File: src/design/odsp_pkg.sv
// Constants shared by the octal DAC serial load port.
// Assumes a single core clock; pins arrive asynchronous to it.
// What this block does
// [RULE1] Shift serial_in on clock rise while loading low
// [RULE2] Each shift also moves far bit to serial_out
// [RULE3] serial_out repeats serial_in twelve shifts later
// [RULE4] Strobe rise copies word into addressed channel
// [RULE5] Preset low forces all channels to 80H
// [RULE6] Word holds channel address and data bits
// [RULE7] Daisy chain: out feeds next device input
// [RULE8] Four address then eight data, MSB first
// ---------------------------------------------------------------
// Package
// ---------------------------------------------------------------
package odsp_pkg;
    localparam int SR_WIDTH = 12;
    localparam int ADDR_WIDTH = 4;
    localparam int CODE_WIDTH = 8;
    localparam int NUM_CHANNELS = 8;
    localparam int ADDR_MSB = 11;
    localparam int ADDR_LSB = 8;
    localparam int CODE_MSB = 7;
    localparam int CODE_LSB = 0;
    localparam logic [7:0] PRESET_CODE = 8'h80;
    localparam logic [7:0] RESET_CODE = 8'h80;
    localparam logic [11:0] SR_RESET = 12'h000;
    localparam logic SDO_RESET = 1'b0;
    localparam int SYNC_STAGES = 2;
    localparam int NUM_PINS = 4;
    localparam int PIN_CLK = 0;
    localparam int PIN_DATA = 1;
    localparam int PIN_LOAD = 2;
    localparam int PIN_PRESET = 3;
endpackage : odsp_pkg

File: src/design/odsp_pins_if.sv
// Interface carrying raw pin levels to the synchroniser and back.
// Assumes both modports sit on the core clock domain side.
interface odsp_pins_if;
    logic [odsp_pkg::NUM_PINS-1:0] raw;
    logic [odsp_pkg::NUM_PINS-1:0] synced;
    modport sync_side (input raw, output synced);
    modport core_side (output raw, input synced);
endinterface : odsp_pins_if

File: src/design/odsp_sync.sv
// Two flip-flop synchroniser for all serial port pins.
// Assumes raw pins are asynchronous to core_clk_i.
module odsp_sync (
    // Clock and reset
    input wire logic core_clk_i,
    input wire logic reset_n_i,
    // Pins
    odsp_pins_if.sync_side pins
);
    logic [odsp_pkg::NUM_PINS-1:0] meta_r;
    logic [odsp_pkg::NUM_PINS-1:0] sync_r;

    // One synchroniser chain per pin
    genvar gi;
    generate
        for (gi = 0; gi < odsp_pkg::NUM_PINS; gi++) begin : g_pin
            always_ff @(posedge core_clk_i) begin
                if (!reset_n_i) begin
                    meta_r[gi] <= 1'b0;
                    sync_r[gi] <= 1'b0;
                end else begin
                    meta_r[gi] <= pins.raw[gi];
                    sync_r[gi] <= meta_r[gi];
                end
            end
        end
    endgenerate

    assign pins.synced = sync_r;
endmodule : odsp_sync

File: src/design/odsp_top.sv
// Serial load port of an eight channel DAC: shift register,
// daisy chain output and eight channel code registers.
// Assumes pins are asynchronous; serial clock is sampled, not used.
// Assumes core_clk_i runs well above the serial clock, so each serial
// clock level lasts at least two core cycles and no edge is lost.
// Channel n appears on dac_code_o[8n+7:8n].
module odsp_top (
    // Clock and reset
    input wire logic core_clk_i,
    input wire logic reset_n_i,
    // Serial pins
    input wire logic serial_clk_i,
    input wire logic serial_in_i,
    input wire logic dac_load_strobe_i,
    input wire logic preset_n_i,
    // Outputs
    output logic serial_out_o,
    output logic [63:0] dac_code_o
);
    // ---------------------------------------------------------------
    // Pin synchronisation
    // ---------------------------------------------------------------
    odsp_pins_if pins_if ();

    // Every pin, data included, passes the same two stages, so data and
    // clock levels stay aligned to one core edge.
    // Raw pin gather
    assign pins_if.raw[odsp_pkg::PIN_CLK] = serial_clk_i;
    assign pins_if.raw[odsp_pkg::PIN_DATA] = serial_in_i;
    assign pins_if.raw[odsp_pkg::PIN_LOAD] = dac_load_strobe_i;
    assign pins_if.raw[odsp_pkg::PIN_PRESET] = preset_n_i;

    // Two stage synchroniser shared by all four pins
    odsp_sync u_sync (
        .core_clk_i(core_clk_i),
        .reset_n_i(reset_n_i),
        .pins(pins_if.sync_side)
    );

    logic clk_s;
    logic din_s;
    logic load_s;
    logic preset_n_s;
    logic clk_prev_r;
    logic load_prev_r;
    logic shift_evt;
    logic load_evt;
    logic preset_act;

    // Synchronised levels
    assign clk_s = pins_if.synced[odsp_pkg::PIN_CLK];
    assign din_s = pins_if.synced[odsp_pkg::PIN_DATA];
    assign load_s = pins_if.synced[odsp_pkg::PIN_LOAD];
    assign preset_n_s = pins_if.synced[odsp_pkg::PIN_PRESET];

    // Edge history of clock and strobe
    // Reset to the idle pin levels, so no false edge follows reset
    always_ff @(posedge core_clk_i) begin
        if (!reset_n_i) begin
            clk_prev_r <= 1'b0;
            load_prev_r <= 1'b0;
        end else begin
            clk_prev_r <= clk_s;
            load_prev_r <= load_s;
        end
    end

    // Event decode
    assign preset_act = !preset_n_s;
    // Blocked while the strobe is high or preset is held low
    assign shift_evt = clk_s && !clk_prev_r && // [RULE1]
        !load_s && preset_n_s;
    assign load_evt = load_s && !load_prev_r;

    // ---------------------------------------------------------------
    // Shift register and serial output
    // ---------------------------------------------------------------
    logic [odsp_pkg::SR_WIDTH-1:0] sr_r;
    logic serial_out_r;

    // Input shift register, MSB first toward the far end
    // Preset freezes it; only the code bank is forced
    always_ff @(posedge core_clk_i) begin
        if (!reset_n_i) begin
            sr_r <= odsp_pkg::SR_RESET;
        end else if (shift_evt) begin
            sr_r <= {sr_r[odsp_pkg::SR_WIDTH-2:0], din_s}; // [RULE1]
        end
    end

    // Far end bit leaves on each shift, twelve shifts behind input
    // Resets low so a chained device sees a quiet input
    always_ff @(posedge core_clk_i) begin
        if (!reset_n_i) begin
            serial_out_r <= odsp_pkg::SDO_RESET;
        end else if (shift_evt) begin
            serial_out_r <= sr_r[odsp_pkg::SR_WIDTH-1]; // [RULE2] [RULE3]
        end
    end

    assign serial_out_o = serial_out_r;

    // ---------------------------------------------------------------
    // Channel code registers
    // ---------------------------------------------------------------
    logic [odsp_pkg::CODE_WIDTH-1:0] dac_r [odsp_pkg::NUM_CHANNELS];
    logic [odsp_pkg::ADDR_WIDTH-1:0] word_addr;
    logic [odsp_pkg::CODE_WIDTH-1:0] word_code;

    // Word split: address high, code low
    // Addresses 8 to 15 match no channel, so such a load changes nothing
    assign word_addr = sr_r[odsp_pkg::ADDR_MSB:odsp_pkg::ADDR_LSB]; // [RULE6]
    assign word_code = sr_r[odsp_pkg::CODE_MSB:odsp_pkg::CODE_LSB]; // [RULE8]

    // One code register per channel; preset wins over a load
    genvar ch;
    generate
        for (ch = 0; ch < odsp_pkg::NUM_CHANNELS; ch++) begin : g_ch
            always_ff @(posedge core_clk_i) begin
                if (!reset_n_i) begin
                    dac_r[ch] <= odsp_pkg::RESET_CODE;
                end else if (preset_act) begin
                    dac_r[ch] <= odsp_pkg::PRESET_CODE; // [RULE5]
                end else if (load_evt &&
                             word_addr == odsp_pkg::ADDR_WIDTH'(ch)) begin
                    dac_r[ch] <= word_code; // [RULE4] [RULE8]
                end
            end
            assign dac_code_o[ch*8 +: 8] = dac_r[ch];
        end
    endgenerate

    // ---------------------------------------------------------------
    // Assertions
    // ---------------------------------------------------------------
    logic [odsp_pkg::SR_WIDTH:0] hist_r;
    logic all_preset;

    // Reference history of shifted-in bits
    // Kept apart from sr_r so the twelve-shift delay is checked, not copied
    always_ff @(posedge core_clk_i) begin
        if (!reset_n_i) begin
            hist_r <= '0;
        end else if (shift_evt) begin
            hist_r <= {hist_r[odsp_pkg::SR_WIDTH-1:0], din_s};
        end
    end

    // Whole code bank checks
    assign all_preset = (dac_code_o == {8{odsp_pkg::PRESET_CODE}});

    // Channels other than the addressed one keep their code on a load
    genvar ca;
    generate
        for (ca = 0; ca < odsp_pkg::NUM_CHANNELS; ca++) begin : g_keep

        end
    endgenerate
endmodule : odsp_top

File: config.mk
export PLATFORM = sky130hd
export DESIGN_NAME = odsp_top
export DESIGN_NICKNAME = d
export VERILOG_FILES = /design/src/design/odsp_pkg.sv /design/src/design/odsp_pins_if.sv /design/src/design/odsp_sync.sv /design/src/design/odsp_top.sv
export SDC_FILE = /design/constraint.sdc
export NUM_CORES = 1
export LEC_CHECK = 0
export BUFFER_PORTS_ARGS = -buffer_cell sky130_fd_sc_hd__buf_2
export CAP_MARGIN = 25
export CELL_PAD_IN_SITES_DETAIL_PLACEMENT = 0
export CELL_PAD_IN_SITES_GLOBAL_PLACEMENT = 1
export CORE_ASPECT_RATIO = 0.9
export CORE_MARGIN = 5
export CORE_UTILIZATION = 43
export DETAILED_ROUTE_END_ITERATION = 8
export HOLD_SLACK_MARGIN = 0.02
export MAX_ROUTING_LAYER = met4
export PLACE_DENSITY = 0.86
export REMOVE_ABC_BUFFERS = 1
export SLEW_MARGIN = 15
export SYNTH_ARGS = -nofsm -noshare
export SYNTH_HDL_FRONTEND = slang
export SYNTH_SLANG_ARGS = --single-unit
File: constraint.sdc
create_clock -name core_clk_i -period 2.54 [get_ports core_clk_i]
set_clock_uncertainty 0.1 [all_clocks]
set_input_delay 0.762 -clock core_clk_i [delete_from_list [all_inputs] [get_ports core_clk_i]]
set_output_delay 0.762 -clock core_clk_i [all_outputs]
set_load 0.005 [all_outputs]
==> summary.md <==
| Metric | Value |
|---|---|
| Tot GR Track Use | 0.151 |
| Worst-Margin Slew | 0.478 ns |
| Setup Crit Path Kind | reg -> reg |
| Placed Cells | approximately 390 |
| TritonRoute pass-1 iters | 4 |
| First DRT Iteration DRCs | roughly 120 |
| Mapped Cells | 230 |
| Largest net degree at the start of global routing | 37 |
| Lkg Pwr | 1.51 nW |
| Outcome | finished clean |
| Final Setup Violations | 0 |
| Largest area contributor in the netlist | edfxtp_1 |
| CTS tree | built |
| Synthesized area | 0.00321 sq mm |
| Post-route design area | 0.00389 sq mm |
| Initial antenna violation count | 0 |
| Non-filler cells, final | 405 |
| Die area | 0.00928 sq mm |
| P&R area growth vs syn | 21.3% |
| Post-synthesis register bit count | 87 |
| # H-tree levels | 3 |
| Yosys warns | 0 |
| Max_cap viols | 0 |
| Placed cell areas | around 0.0037 sq mm |
| Number of setup buffers added after CTS | 0 |
| DR vias/cell | ~5.1 |
| Row count | 29 |
| Crit Path Max Fanout | 36 |
| Share of cells above drive strength 1 | 0.324 |
| Critical Path AT | 1.91 ns |
| Die height | 91.9 um |
| Clock Sinks | between 80 and 90 |
| PD cells | 654 mW/mm^2 |
| DRC Markers | 0 |
| Fmax | between 0.5 and 0.6 GHz |
| GR Overflow Total | 0 |
| Crit start category | register |
| Peak VDD IR | about 0.84 mV |
| Register area | approximately 0.0024 sq mm |
| Die width | 101 um |
| Synth async-reset ratio | 0 |
| First-pass GRT wire length | between 10000 and 15000 um |
| Post-DP HPWL | 4370 um |
| Worst EP required | roughly 2.5 ns |
| Clock buffer depth | 2 |
| Antenna diodes | 0 |
| Fillers | 599 |
| Sequential share of the synthesized area | 0.743 |
| IO Pins | 71 |
| Synth top area cells | edfxtp_1 (60%), dfxtp_1 (14%), nor3_1 (8.7%) |
| RSZ-0062 raised after global routing | no |
| ANT nets after route | 0 |
| Final hold violations | 0 |
| EDFF count, synth | 64 |
| Max_slew headroom | 0.680 |
| Total CTS buffers | 9 |
| Synth cell count leaders | edfxtp_1 (64), nor3_1 (56), dfxtp_1 (23) |
| Clock Root Buffer | clkbuf_8 |
| Nets | 313 |
| Post-CTS Resized | 0 |
| Tcrit/Tclk final | 0.766 |
| Netlist cell types | 17 |
| Slew Viols, Final | 0 |
| Min Tclk post-route | 1.94 ns |
| Starting Density | 0.448 |
| Routed len/inst | about 16 um |
| Ys flop type | edfxtp_1 |
| Avg Inst Size Synth | around 14 sq um |
| Final Wtd Congestion | 0.789 |
| Via count | roughly 2.0k |
| Crit end category | register |
| Clk slew on worst S/H paths | 0.08 ns |
| Multi-input gate area | ~700 sq um |
| Core Footprint | 0.00715 sq mm |
| Count leader, synth | edfxtp_1 |
| Hold crit path type | reg -> reg |
| Clock Latency Late Sink | between 0.3 and 0.4 ns |
| Hold buffers post-CTS | 0 |
| Vias in the first global route | 1952 |
| Yosys top cell area share | 0.600 |
| Port Buffers | 70 |
| Final wirelength | about 6300 um |
## layout by cell type, fill, tap and decap left out, drive strengths merged
| cell | instances |
|---|---|
| clkinv | 8 |
| buf | 85 |
| nor4bb | 1 |
| nand4bb | 2 |
| edfxtp | 64 |
| mux2i | 13 |
| bufinv | 1 |
| or4b | 1 |
| or3 | 8 |
| o21ai | 8 |
| clkbuf | 10 |
| nor3 | 56 |
| dfxtp | 23 |
| nand4b | 2 |
| nand2 | 14 |
| inv | 2 |
| clkinvlp | 2 |
| and2 | 11 |
| nand4 | 1 |
## worst max-delay path, stage by stage, from the launching register on
cell     delay (ns)
dfxtp_1        0.41
or4b_4         0.68
o21ai_0        0.25
buf_4          0.20
## where the power goes
group | internal (W) | leakage (nW) | switching (W) | total, W
Sequential | 0.00154 | 0.920 | 0.00000969 | 0.00155
Combinational | 0.0000304 | 0.500 | 0.0000383 | 0.0000687
Clock | 0.000458 | 0.0909 | 0.000469 | 0.000927
Total | 0.00203 | 1.51 | 0.000517 | 0.00254
## per-layer routing
metal / GRT usage / wire, um / vias to the layer above / part of all wire
met5: - / 0 / - / 0
met4: 0.0465 / 19 / 0 / 0.0030
met3: 0.0599 / 827 / 2 / 0.13
met2: 0.223 / 2940 / 109 / 0.47
met1: 0.192 / 2510 / 941 / 0.40
li1: - / - / 997 / -
## final cells by class
type | instances | area share
Multi-Input combinational cell | 117 | 0.182
Tap cell | 93 | 0.0299
Sequential cell | 87 | 0.613
Clock buffer | 10 | 0.0328
Inverter | 7 | 0.00676
Timing Repair Buffer | 85 | 0.119
Clock inverter | 6 | 0.0171
## kinds of logic (layout without fill, tap and decap cells)
kind of cell / Yosys count / count (layout) / synth area share
compound gates: 8 / 8 / 0.0125
buf+inv: 26 / 108 / 0.0410
flops: 87 / 87 / 0.743
mux: 13 / 13 / 0.0406
simple gates: 96 / 96 / 0.163
## state kept, by name (all words and copies together), names as in the netlist
register and count:
load_prev_r 1, clk_prev_r 1, dac_r 64, sr_r 12, serial_out_o 1, u_sync.meta_r 4, u_sync.pins.synced 4
## metrics by stage
| step | util | TNS [ns] | worst slack [ns] | power, W | hold WS, ns |
|---|---|---|---|---|---|
| 3_3_place_gp | 0.517 | 0 | 0.377 | 0.00165 | 0.315 |
| 4_1_cts | 0.544 | 0 | 0.586 | 0.00257 | 0.338 |
| 6_report | 0.544 | 0 | 0.595 | 0.00254 | 0.331 |
| 3_5_place_dp | 0.517 | 0 | 0.314 | 0.00165 | 0.320 |
| 5_1_grt | 0.544 | 0 | 0.502 | 0.00265 | 0.348 |
| 2_1_floorplan | - | -2.04 | -0.157 | 0.00160 | 0.312 |
## path summary, 6_finish.rpt
| path | from | to | slack, ns | cells after the start |
|---|---|---|---|---|
| setup / recovery | u_sync.pins.synced[2] | dac_r[0][4] | 0.60 | 3 |
| hold / removal | u_sync.meta_r[1] | u_sync.pins.synced[1] | 0.33 | 1 |
| setup reg to reg | u_sync.pins.synced[2] | dac_r[0][4] | 0.60 | 3 |
| hold reg to reg | u_sync.meta_r[1] | u_sync.pins.synced[1] | 0.33 | 1 |
Note: power is estimated with default switching activity, not from simulation.
